**config.mk**
```make
export PLATFORM = sky130hd
export DESIGN_NAME = sec_calib
export DESIGN_NICKNAME = d
export VERILOG_FILES = /design/src/sec_pkg.sv /design/src/sec_vel_filter.sv /design/src/sec_chan_corr.sv /design/src/sec_calib.sv
export SDC_FILE = /design/constraint.sdc
export NUM_CORES = 2
export LEC_CHECK = 0
export BUFFER_PORTS_ARGS = -buffer_cell sky130_fd_sc_hd__buf_2
export CAP_MARGIN = 20
export CORE_MARGIN = 2
export CORE_UTILIZATION = 26
export CTS_BUF_LIST = sky130_fd_sc_hd__clkbuf_8
export DETAILED_ROUTE_END_ITERATION = 10
export SYNTH_ARGS = -nofsm -noshare
export SYNTH_HDL_FRONTEND = slang
export SYNTH_SLANG_ARGS = --single-unit
export TNS_END_PERCENT = 100
```
**constraint.sdc**
```tcl
create_clock -name aclk -period 11.26 [get_ports aclk]
set_clock_uncertainty 0.15 [all_clocks]
set_input_delay 0.563 -clock aclk [delete_from_list [all_inputs] [get_ports aclk]]
set_output_delay 0.563 -clock aclk [all_outputs]
set_load 0.02 [all_outputs]
```
**src/sec_pkg.sv**
```systemverilog
// Purpose: Shared constants for the sine/cosine encoder calibration block.
// Assumes: 40 MHz clock, 8 kHz control loop, 32-bit AXI4-Lite register bus.
// Notes: Filter coefficients are kept in Q0.16 so their sum is exactly one.
`default_nettype none
package sec_pkg;
  localparam int DATA_W = 32;
  localparam int ADDR_W = 8;
  localparam int CH_W = 16;
  localparam int CNT_W = 16;
  localparam int GAIN_FRAC = 14;
  localparam int COEF_FRAC = 16;
  localparam real CLK_HZ = 40.0e6;
  localparam real LOOP_HZ = 8.0e3;
  localparam int LOOP_DIV_DEF = int'(CLK_HZ / LOOP_HZ);
  localparam real FB_COEF_REAL = 0.4431373;
  localparam real IN_COEF_REAL = 0.5568627;
  localparam logic signed [17:0] FB_COEF_Q = 18'($rtoi(FB_COEF_REAL * 65536.0 + 0.5));
  localparam logic signed [17:0] IN_COEF_Q = 18'($rtoi(IN_COEF_REAL * 65536.0 + 0.5));
  localparam logic [CH_W-1:0] GAIN_ONE = 16'h4000;
  localparam logic [CH_W-1:0] AMP_TARGET_DEF = 16'h4000;
  localparam logic [CH_W-1:0] GAIN_STEP_DEF = 16'h0004;
  localparam logic signed [CH_W-1:0] CH_MAX = 16'h7fff;
  localparam logic signed [CH_W-1:0] CH_MIN = 16'h8000;
  localparam logic [ADDR_W-1:0] REG_NUM_CYCLES = 8'h00;
  localparam logic [ADDR_W-1:0] REG_VEL_MAX = 8'h04;
  localparam logic [ADDR_W-1:0] REG_VEL_MIN = 8'h08;
  localparam logic [ADDR_W-1:0] REG_SIN_OFFSET = 8'h0c;
  localparam logic [ADDR_W-1:0] REG_COS_OFFSET = 8'h10;
  localparam logic [ADDR_W-1:0] REG_GAIN = 8'h14;
  localparam logic [ADDR_W-1:0] REG_VEL_FILT = 8'h18;
  localparam logic [ADDR_W-1:0] REG_SAMPLE_CNT = 8'h1c;
  localparam logic [ADDR_W-1:0] REG_DONE_CNT = 8'h20;
  localparam logic [CNT_W-1:0] NUM_CYCLES_RST = 16'h0000;
  localparam logic [DATA_W-1:0] VEL_MAX_RST = 32'h00000000;
  localparam logic [DATA_W-1:0] VEL_MIN_RST = 32'h00000000;
  localparam logic [1:0] RESP_OKAY = 2'h0;
  localparam logic [1:0] RESP_SLVERR = 2'h2;
  typedef enum logic [1:0] {ST_IDLE, ST_COLLECT, ST_UPDATE} sec_state_t;
endpackage
`default_nettype wire

```
**src/sec_vel_filter.sv**
```systemverilog
// Purpose: Velocity from successive encoder counts, smoothed by a first-order filter.
// Assumes: sample_en is a one-cycle pulse at the loop rate.
// Notes: The first sample after restart only primes the previous count.
`default_nettype none
module sec_vel_filter
  import sec_pkg::*;
(
  // Clock and reset
  input wire logic aclk,
  input wire logic aresetn,
  // Control
  input wire logic sample_en,
  input wire logic restart,
  // Encoder count
  input wire logic [DATA_W-1:0] enc_count,
  // Filtered velocity
  output logic signed [DATA_W-1:0] vel_filt,
  output logic filt_valid
);
  logic [DATA_W-1:0] prev_ff;
  logic primed_ff;
  logic signed [DATA_W-1:0] filt_ff;
  logic valid_ff;
  wire logic signed [DATA_W-1:0] vel_raw = $signed(enc_count - prev_ff);
  wire logic signed [49:0] prod_fb = filt_ff * FB_COEF_Q;
  wire logic signed [49:0] prod_in = vel_raw * IN_COEF_Q;
  wire logic signed [49:0] acc = prod_fb + prod_in;
  wire logic signed [DATA_W-1:0] nxt_filt = acc[COEF_FRAC+DATA_W-1:COEF_FRAC];

  always_ff @(posedge aclk) begin
    if (!aresetn || restart) begin
      prev_ff <= 32'h00000000;
      primed_ff <= 1'b0;
      filt_ff <= 32'h00000000;
      valid_ff <= 1'b0;
    end else begin
      valid_ff <= sample_en && primed_ff;
      if (sample_en) begin
        prev_ff <= enc_count;
        primed_ff <= 1'b1;
        if (primed_ff) begin
          filt_ff <= nxt_filt;
        end
      end
    end
  end

  assign vel_filt = filt_ff;
  assign filt_valid = valid_ff;
endmodule
`default_nettype wire

```
**src/sec_chan_corr.sv**
```systemverilog
// Purpose: Offset removal and gain scaling of one digitised encoder channel.
// Assumes: Gain is unsigned with GAIN_FRAC fraction bits.
// Notes: The result saturates rather than wrapping, so a bad gain cannot flip sign.
`default_nettype none
module sec_chan_corr
  import sec_pkg::*;
(
  // Clock and reset
  input wire logic aclk,
  input wire logic aresetn,
  // Raw channel and correction
  input wire logic signed [CH_W-1:0] raw,
  input wire logic signed [CH_W-1:0] offset,
  input wire logic [CH_W-1:0] gain,
  // Corrected channel
  output logic signed [CH_W-1:0] corr
);
  logic signed [CH_W-1:0] corr_ff;
  wire logic signed [CH_W:0] diff = raw - offset;
  wire logic signed [CH_W+CH_W+1:0] prod = diff * $signed({1'b0, gain});
  wire logic signed [CH_W+CH_W+1:0] shifted = prod >>> GAIN_FRAC;
  wire logic too_hi = shifted > $signed({{(CH_W+2){1'b0}}, CH_MAX});
  wire logic too_lo = shifted < $signed({{(CH_W+2){1'b1}}, CH_MIN});
  wire logic signed [CH_W-1:0] nxt_corr = too_hi ? CH_MAX :
                                          too_lo ? CH_MIN : shifted[CH_W-1:0];

  always_ff @(posedge aclk) begin
    if (!aresetn) begin
      corr_ff <= 16'h0000;
    end else begin
      corr_ff <= nxt_corr;
    end
  end

  assign corr = corr_ff;
endmodule
`default_nettype wire

```
**src/sec_calib.sv**
```systemverilog
// Purpose: Sine/cosine encoder calibration with an AXI4-Lite register port.
// Assumes: Encoder count and channel inputs are synchronous to aclk.
// Notes: Offsets are midpoints of the extremes seen in each sample set.
`default_nettype none
module sec_calib
  import sec_pkg::*;
#(
  parameter int LOOP_DIV = LOOP_DIV_DEF,
  parameter logic [CH_W-1:0] AMP_TARGET = AMP_TARGET_DEF,
  parameter logic [CH_W-1:0] GAIN_STEP = GAIN_STEP_DEF
) (
  // Clock and reset
  input wire logic aclk,
  input wire logic aresetn,
  // AXI4-Lite write address and data
  input wire logic [ADDR_W-1:0] s_axi_awaddr,
  input wire logic s_axi_awvalid,
  output logic s_axi_awready,
  input wire logic [DATA_W-1:0] s_axi_wdata,
  input wire logic [3:0] s_axi_wstrb,
  input wire logic s_axi_wvalid,
  output logic s_axi_wready,
  // AXI4-Lite write response
  output logic [1:0] s_axi_bresp,
  output logic s_axi_bvalid,
  input wire logic s_axi_bready,
  // AXI4-Lite read
  input wire logic [ADDR_W-1:0] s_axi_araddr,
  input wire logic s_axi_arvalid,
  output logic s_axi_arready,
  output logic [DATA_W-1:0] s_axi_rdata,
  output logic [1:0] s_axi_rresp,
  output logic s_axi_rvalid,
  input wire logic s_axi_rready,
  // Encoder inputs
  input wire logic [DATA_W-1:0] enc_count,
  input wire logic signed [CH_W-1:0] enc_sin,
  input wire logic signed [CH_W-1:0] enc_cos,
  // Corrected channels and calibration results
  output logic signed [CH_W-1:0] sin_corr,
  output logic signed [CH_W-1:0] cos_corr,
  output logic signed [CH_W-1:0] sin_offset,
  output logic signed [CH_W-1:0] cos_offset,
  output logic [CH_W-1:0] calib_gain,
  output logic calib_active
);
  localparam int DIV_W = $clog2(LOOP_DIV);
  localparam logic [DIV_W-1:0] DIV_LAST = DIV_W'(LOOP_DIV - 1);

  function automatic logic signed [CH_W-1:0] fmax(input logic signed [CH_W-1:0] a,
                                                  input logic signed [CH_W-1:0] b);
    return (a > b) ? a : b;
  endfunction

  function automatic logic signed [CH_W-1:0] fmin(input logic signed [CH_W-1:0] a,
                                                  input logic signed [CH_W-1:0] b);
    return (a < b) ? a : b;
  endfunction

  function automatic logic [DATA_W-1:0] wmerge(input logic [DATA_W-1:0] old,
                                               input logic [DATA_W-1:0] wd,
                                               input logic [3:0] st);
    logic [DATA_W-1:0] res;
    res = old;
    for (int i = 0; i < 4; i++) begin
      if (st[i]) begin
        res[i*8 +: 8] = wd[i*8 +: 8];
      end
    end
    return res;
  endfunction

  // Loop-rate divider.
  logic [DIV_W-1:0] div_ff;
  wire logic tick = (div_ff == DIV_LAST);
  wire logic [DIV_W-1:0] nxt_div = tick ? '0 : div_ff + 1'b1;

  // Software settings.
  logic [CNT_W-1:0] ncyc_ff;
  logic signed [DATA_W-1:0] vmax_ff;
  logic signed [DATA_W-1:0] vmin_ff;

  // Calibration state.
  sec_state_t st_ff;
  sec_state_t nxt_st;
  logic [CNT_W-1:0] samp_ff;
  logic [DATA_W-1:0] done_ff;
  logic signed [CH_W-1:0] smax_ff;
  logic signed [CH_W-1:0] smin_ff;
  logic signed [CH_W-1:0] cmax_ff;
  logic signed [CH_W-1:0] cmin_ff;
  logic signed [CH_W-1:0] soff_ff;
  logic signed [CH_W-1:0] coff_ff;
  logic [CH_W-1:0] gain_ff;

  // Bus state.
  logic bvalid_ff;
  logic [1:0] bresp_ff;
  logic rvalid_ff;
  logic [1:0] rresp_ff;
  logic [DATA_W-1:0] rdata_ff;

  logic signed [DATA_W-1:0] vel_filt;
  logic filt_valid;

  wire logic enabled = (ncyc_ff != 16'h0000);

  sec_vel_filter u_filt (
    .aclk(aclk),
    .aresetn(aresetn),
    .sample_en(tick && enabled),
    .restart(!enabled),
    .enc_count(enc_count),
    .vel_filt(vel_filt),
    .filt_valid(filt_valid)
  );

  wire logic vel_ok = (vel_filt > vmin_ff) && (vel_filt < vmax_ff);
  wire logic set_full = (samp_ff >= ncyc_ff);
  wire logic take = (st_ff == ST_COLLECT) && filt_valid && vel_ok && !set_full;
  wire logic fresh = (st_ff != ST_COLLECT);
  wire logic publish = (st_ff == ST_UPDATE) && enabled;

  wire logic signed [CH_W-1:0] nxt_smax = fresh ? CH_MIN : take ? fmax(smax_ff, enc_sin) : smax_ff;
  wire logic signed [CH_W-1:0] nxt_smin = fresh ? CH_MAX : take ? fmin(smin_ff, enc_sin) : smin_ff;
  wire logic signed [CH_W-1:0] nxt_cmax = fresh ? CH_MIN : take ? fmax(cmax_ff, enc_cos) : cmax_ff;
  wire logic signed [CH_W-1:0] nxt_cmin = fresh ? CH_MAX : take ? fmin(cmin_ff, enc_cos) : cmin_ff;
  wire logic [CNT_W-1:0] nxt_samp = fresh ? '0 : take ? samp_ff + 1'b1 : samp_ff;

  // Midpoint of the extremes is the offset estimate.
  wire logic signed [CH_W:0] ssum = smax_ff + smin_ff;
  wire logic signed [CH_W:0] csum = cmax_ff + cmin_ff;
  wire logic [CH_W:0] sspan = {1'b0, CH_W'(smax_ff - smin_ff)};
  wire logic [CH_W:0] cspan = {1'b0, CH_W'(cmax_ff - cmin_ff)};
  wire logic [CH_W+1:0] span_sum = sspan + cspan;
  wire logic [CH_W-1:0] amp = span_sum[CH_W+1:2];
  wire logic [2*CH_W-1:0] amp_scaled = amp * gain_ff;
  wire logic [2*CH_W-GAIN_FRAC-1:0] amp_out = amp_scaled[2*CH_W-1:GAIN_FRAC];
  // Gain moves by one small step per set; slow, but no divider is needed.
  wire logic gain_up = (amp_out < {2'h0, AMP_TARGET}) && (gain_ff <= 16'hffff - GAIN_STEP);
  wire logic gain_dn = (amp_out > {2'h0, AMP_TARGET}) && (gain_ff > GAIN_STEP);
  wire logic [CH_W-1:0] nxt_gain = gain_up ? gain_ff + GAIN_STEP :
                                   gain_dn ? gain_ff - GAIN_STEP : gain_ff;

  always_comb begin
    nxt_st = st_ff;
    case (st_ff)
      ST_IDLE: begin
        if (enabled) begin
          nxt_st = ST_COLLECT;
        end
      end
      ST_COLLECT: begin
        if (!enabled) begin
          nxt_st = ST_IDLE;
        end else if (set_full) begin
          nxt_st = ST_UPDATE;
        end
      end
      ST_UPDATE: begin
        nxt_st = enabled ? ST_COLLECT : ST_IDLE;
      end
      default: begin
        nxt_st = ST_IDLE;
      end
    endcase
  end

  always_ff @(posedge aclk) begin
    if (!aresetn) begin
      div_ff <= '0;
      st_ff <= ST_IDLE;
      samp_ff <= '0;
      smax_ff <= CH_MIN;
      smin_ff <= CH_MAX;
      cmax_ff <= CH_MIN;
      cmin_ff <= CH_MAX;
    end else begin
      div_ff <= nxt_div;
      st_ff <= nxt_st;
      samp_ff <= nxt_samp;
      smax_ff <= nxt_smax;
      smin_ff <= nxt_smin;
      cmax_ff <= nxt_cmax;
      cmin_ff <= nxt_cmin;
    end
  end

  always_ff @(posedge aclk) begin
    if (!aresetn) begin
      soff_ff <= 16'h0000;
      coff_ff <= 16'h0000;
      gain_ff <= GAIN_ONE;
      done_ff <= 32'h00000000;
    end else if (publish) begin
      soff_ff <= ssum[CH_W:1];
      coff_ff <= csum[CH_W:1];
      gain_ff <= nxt_gain;
      done_ff <= done_ff + 32'h00000001;
    end
  end

  sec_chan_corr u_sin (
    .aclk(aclk),
    .aresetn(aresetn),
    .raw(enc_sin),
    .offset(soff_ff),
    .gain(gain_ff),
    .corr(sin_corr)
  );

  sec_chan_corr u_cos (
    .aclk(aclk),
    .aresetn(aresetn),
    .raw(enc_cos),
    .offset(coff_ff),
    .gain(gain_ff),
    .corr(cos_corr)
  );

  // Write channel: address and data are taken together, one write at a time.
  wire logic wr_fire = s_axi_awvalid && s_axi_wvalid && !bvalid_ff;
  wire logic [ADDR_W-1:0] waddr = {s_axi_awaddr[ADDR_W-1:2], 2'h0};
  wire logic wr_ncyc = wr_fire && (waddr == REG_NUM_CYCLES);
  wire logic wr_vmax = wr_fire && (waddr == REG_VEL_MAX);
  wire logic wr_vmin = wr_fire && (waddr == REG_VEL_MIN);
  wire logic wr_ok = wr_ncyc || wr_vmax || wr_vmin;
  wire logic [DATA_W-1:0] ncyc_wide = wmerge({16'h0000, ncyc_ff}, s_axi_wdata, s_axi_wstrb);

  always_ff @(posedge aclk) begin
    if (!aresetn) begin
      ncyc_ff <= NUM_CYCLES_RST;
      vmax_ff <= VEL_MAX_RST;
      vmin_ff <= VEL_MIN_RST;
    end else begin
      if (wr_ncyc) begin
        ncyc_ff <= ncyc_wide[CNT_W-1:0];
      end
      if (wr_vmax) begin
        vmax_ff <= wmerge(vmax_ff, s_axi_wdata, s_axi_wstrb);
      end
      if (wr_vmin) begin
        vmin_ff <= wmerge(vmin_ff, s_axi_wdata, s_axi_wstrb);
      end
    end
  end

  always_ff @(posedge aclk) begin
    if (!aresetn) begin
      bvalid_ff <= 1'b0;
      bresp_ff <= RESP_OKAY;
    end else if (wr_fire) begin
      bvalid_ff <= 1'b1;
      bresp_ff <= wr_ok ? RESP_OKAY : RESP_SLVERR;
    end else if (s_axi_bready) begin
      bvalid_ff <= 1'b0;
    end
  end

  // Read channel: one read at a time, data registered.
  wire logic rd_fire = s_axi_arvalid && !rvalid_ff;
  wire logic [ADDR_W-1:0] raddr = {s_axi_araddr[ADDR_W-1:2], 2'h0};
  wire logic rd_hit = (raddr <= REG_DONE_CNT);
  wire logic [DATA_W-1:0] rd_mux =
    (raddr == REG_NUM_CYCLES) ? {16'h0000, ncyc_ff} :
    (raddr == REG_VEL_MAX) ? vmax_ff :
    (raddr == REG_VEL_MIN) ? vmin_ff :
    (raddr == REG_SIN_OFFSET) ? {{16{soff_ff[CH_W-1]}}, soff_ff} :
    (raddr == REG_COS_OFFSET) ? {{16{coff_ff[CH_W-1]}}, coff_ff} :
    (raddr == REG_GAIN) ? {16'h0000, gain_ff} :
    (raddr == REG_VEL_FILT) ? vel_filt :
    (raddr == REG_SAMPLE_CNT) ? {16'h0000, samp_ff} :
    (raddr == REG_DONE_CNT) ? done_ff : 32'h00000000;

  always_ff @(posedge aclk) begin
    if (!aresetn) begin
      rvalid_ff <= 1'b0;
      rresp_ff <= RESP_OKAY;
      rdata_ff <= 32'h00000000;
    end else if (rd_fire) begin
      rvalid_ff <= 1'b1;
      rresp_ff <= rd_hit ? RESP_OKAY : RESP_SLVERR;
      rdata_ff <= rd_mux;
    end else if (s_axi_rready) begin
      rvalid_ff <= 1'b0;
    end
  end

  assign s_axi_awready = wr_fire;
  assign s_axi_wready = wr_fire;
  assign s_axi_bvalid = bvalid_ff;
  assign s_axi_bresp = bresp_ff;
  assign s_axi_arready = !rvalid_ff;
  assign s_axi_rvalid = rvalid_ff;
  assign s_axi_rresp = rresp_ff;
  assign s_axi_rdata = rdata_ff;
  assign sin_offset = soff_ff;
  assign cos_offset = coff_ff;
  assign calib_gain = gain_ff;
  assign calib_active = (st_ff != ST_IDLE);
endmodule
`default_nettype wire

```
==> flow_summary.json <==
{
  "switching_share_pct": 50.0,
  "drc_errors": 0,
  "fin_ws_ns": 0.428,
  "synth_area_leaders": "fa_1, ha_1, dfxtp_1, inv_1, nand2_1",
  "finalSetupViolations": 0,
  "use_met3_pct": 1.76,
  "hold_path_class": "primary input to flop",
  "dp.cells": 11500,
  "dieArea_um2": 271000,
  "synth-edff-count": 0,
  "vias_per_cell": 4.55,
  "grt_max_degree": 89,
  "worst_path_most_repeated_cell": "fa_1",
  "syn-instance-count": 7824,
  "synth_top_family_by_area": "adder cells",
  "die_height_um": 521,
  "tightest_slew_ns": 1.13,
  "ir_worst_vdd_v": 0.000581,
  "muxShareOfSynthArea_pct": 2.63,
  "status": "completed",
  "grt_overflow_total": 0,
  "rows": 189,
  "clk_path_buf_depth": 3,
  "power.density_nw_per_um2": 202,
  "relSlewSlack_pct": 24.4,
  "htreeDepth": 3,
  "antenna_left": 0,
  "grt_first_pass_wirelength_um": 319000,
  "grt_pass1_vias": 54900,
  "finalWirelength_um": 203000,
  "yosysSeqAreaShare_pct": 11.1,
  "synth-seq-cells": 387,
  "finalMaxSlewViolations": 0,
  "yosys.area_share.adder_pct": 49.1,
  "io_pins": 245,
  "cts_sinks": 387,
  "tritoncts": "done",
  "fp.dieW_um": 521,
  "nFillCells": 28100,
  "first_pass_iters": 9,
  "ys_async_sr_fraction_pct": 0,
  "intPower_mw": 7.92,
  "synth.most_common_cell": "inv_1",
  "endpoint_kind": "flop",
  "multiInputGateArea_um2": 54300,
  "syn-cell-area_um2": 69500,
  "finalCritPeriodShare_pct": 96.2,
  "rsz0062_at_grt": "false",
  "portBuffers": 236,
  "gp_congestion": 0.928,
  "ys_warn_count": 0,
  "holdWs_ns": 0.0770,
  "ys_types": 99,
  "cp_data_required_time_ns": 11.80,
  "placed_area_um2": 75300,
  "critPathMaxStageDelay_ns": 0.54,
  "netlist_top_cells_count": "inv_1, fa_1, ha_1",
  "dp_hpwl_um": 167000,
  "clk_latency_ns": 0.86,
  "final_cell_area_um2": 78400,
  "grtUsageTotal_pct": 15.1,
  "synth_area_leader_cell": "fa_1",
  "grt_use_met1_pct": 19.0,
  "drive_above_1_share_pct": 7.81,
  "final_cell_count_no_fill": 11700,
  "p_sw_mw": 7.92,
  "hold_viol_final": 0,
  "cp.arrival_ns": 11.37,
  "place_ws_ns": 0.0189,
  "path_clk_slew_ns": 0.05,
  "synth_top_area_share_pct": 31.3,
  "drt-wirelength-per-cell_um": 17.3,
  "synthXorXnorAreaFrac_pct": 3.18,
  "ctsRootBufferMaster": "clkbuf_8",
  "start_util_pct": 26.2,
  "synthSimpleGateAreaFrac_pct": 12.9,
  "vias": 53400,
  "core_area_um2": 266000,
  "synth_compound_area_share_pct": 9.88,
  "met2_usage_pct": 25.5,
  "ys.flop_type": "dfxtp_1",
  "grt_antenna_before_repair": 35,
  "critPathMaxFanout": 8,
  "clkPwrFrac_pct": 11.1,
  "drtIter0Drc": 3164,
  "syn_to_final_growth_pct": 12.9,
  "final-seq-area_um2": 7760,
  "nNetsFinal": 10300,
  "worstSetupStartpointType": "flop",
  "drv_cap": 0,
  "leakage_nw": 38.3,
  "slowest_stage": "fa_1",
  "top_usage_layer": "met2",
  "synth_area_per_cell_um2": 8.88,
  "power_frac_seq_pct": 8.9,
  "numCtsBuffers": 79,
  "combPwrFrac_pct": 79.9,
  "criticalPathCategory": "flop to flop",
  "min_period_ns": 10.83,
  "fmax_mhz": 92.3
}
## cell usage in the layout (no fill, tap or decap), types with 12 or more instances in the layout
cell type	n
nand2b_1	48
nor2b_1	67
diode_2	18
or2_2	14
clkinv_2	13
a21oi_1	304
ha_1	982
a21o_1	139
o21bai_1	27
o21ai_0	187
nand3_1	132
a31oi_1	39
buf_4	153
dlygate4sd3_1	110
o21ai_1	20
fa_1	1088
o311ai_0	20
nor3_1	66
o21a_1	29
and3_1	56
or3_1	28
a211oi_1	60
nor2_1	318
and4_1	12
nor4_1	34
xor2_1	93
nand2_1	674
nand4_1	52
a221o_1	20
a221oi_1	20
a222oi_1	18
dfxtp_2	14
dfxtp_1	373
o31ai_1	16
and2_1	280
inv_1	1771
xnor2_1	152
buf_2	235
mux2i_1	152
clkbuf_8	92
## routing by layer
metal  vias up  routed length, µm  part of all wire, %
li1      25500                  -                    -
met1     26300              87300                   43
met2      1224              95700                   47
met3       341               8710                  4.3
met4         0              11800                  5.8
met5         -                  0                    0
## power by group through the flow
stage / clock network, mW / logic (mW) / registers [mW]
3_5_place_dp: 0 / 12.7 / 1.44
6_report: 1.76 / 12.7 / 1.41
3_3_place_gp: 0 / 12.6 / 1.45
2_1_floorplan: 0 / 9.60 / 1.47
4_1_cts: 1.82 / 12.8 / 1.41
5_1_grt: 1.87 / 14.4 / 1.42
## flip-flops by register name, indices dropped and copies added (netlist names), 32 cells and up
name,count
u_filt.prev_ff,32
u_filt.vel_filt,32
done_ff,32
vmax_ff,32
s_axi_rdata,32
vmin_ff,32
## per-stage QoR
| step | power (mW) | setup TNS, ns | utilization [%] |
|---|---|---|---|
| 3_3_place_gp | 14.0 | -0.186 | 28.3 |
| 2_1_floorplan | 11.1 | 0 | - |
| 5_1_grt | 17.7 | 0 | 29.5 |
| 3_5_place_dp | 14.2 | 0 | 28.3 |
| 4_1_cts | 16.1 | 0 | 29.4 |
| 6_report | 15.8 | 0 | 29.5 |
## cell families (layout without fill, tap and decap cells)
kind of cell               count (synthesis)  after routing
and+or+nand+nor                         1847           1847
adders and majority gates               2075           2075
DFF                                      387            387
AOI/OAI and AO/OA                       1044           1044
buffers and inverters                   2049           2402
muxes                                    169            169
xor gates and xnor gates                 252            252
other                                      1             22
## final timing paths
kind,start,endpoint,slack [ns],depth (start not counted)
worst max-delay path,cmax_ff[0],calib_gain[3],0.43,42
worst max register to register,cmax_ff[0],calib_gain[3],0.43,42
worst min-delay path,s_axi_awaddr[6],s_axi_bresp[1],0.08,5
worst min register to register,div_ff[0],div_ff[0],0.30,1
## critical path, delay by kind of cell (launching register included)
| family | cells | cell delay (ns) |
|---|---|---|
| xor+xnor | 3 | 0.56 |
| simple gates | 5 | 0.58 |
| flops | 1 | 0.35 |
| mux | 1 | 0.17 |
| fa+ha+maj | 10 | 4.52 |
| buf+inv | 8 | 0.98 |
| compound gates | 15 | 3.39 |
## repair_timing
| item | in CTS | in global routing |
|---|---|---|
| endpoints found under the hold margin | 167 | 0 |
| gates resized for setup | 1 | 52 |
| pin swaps | 0 | 14 |
| setup buffers | 0 | 4 |
| setup endpoints to repair | 1 | 16 |
| hold buffers | 110 | 0 |
## cell type report
| type | instances | area share (%) |
|---|---|---|
| clock inverters | 49 | 0.686 |
| flip-flops and latches | 387 | 9.90 |
| clock buffers | 92 | 1.61 |
| well taps | 3533 | 5.64 |
| multi-input cells | 5391 | 69.2 |
| inverters | 1759 | 8.42 |
| diodes | 18 | 0.0574 |
| repair buffers | 502 | 4.46 |
(Power assumes the default switching activity.)
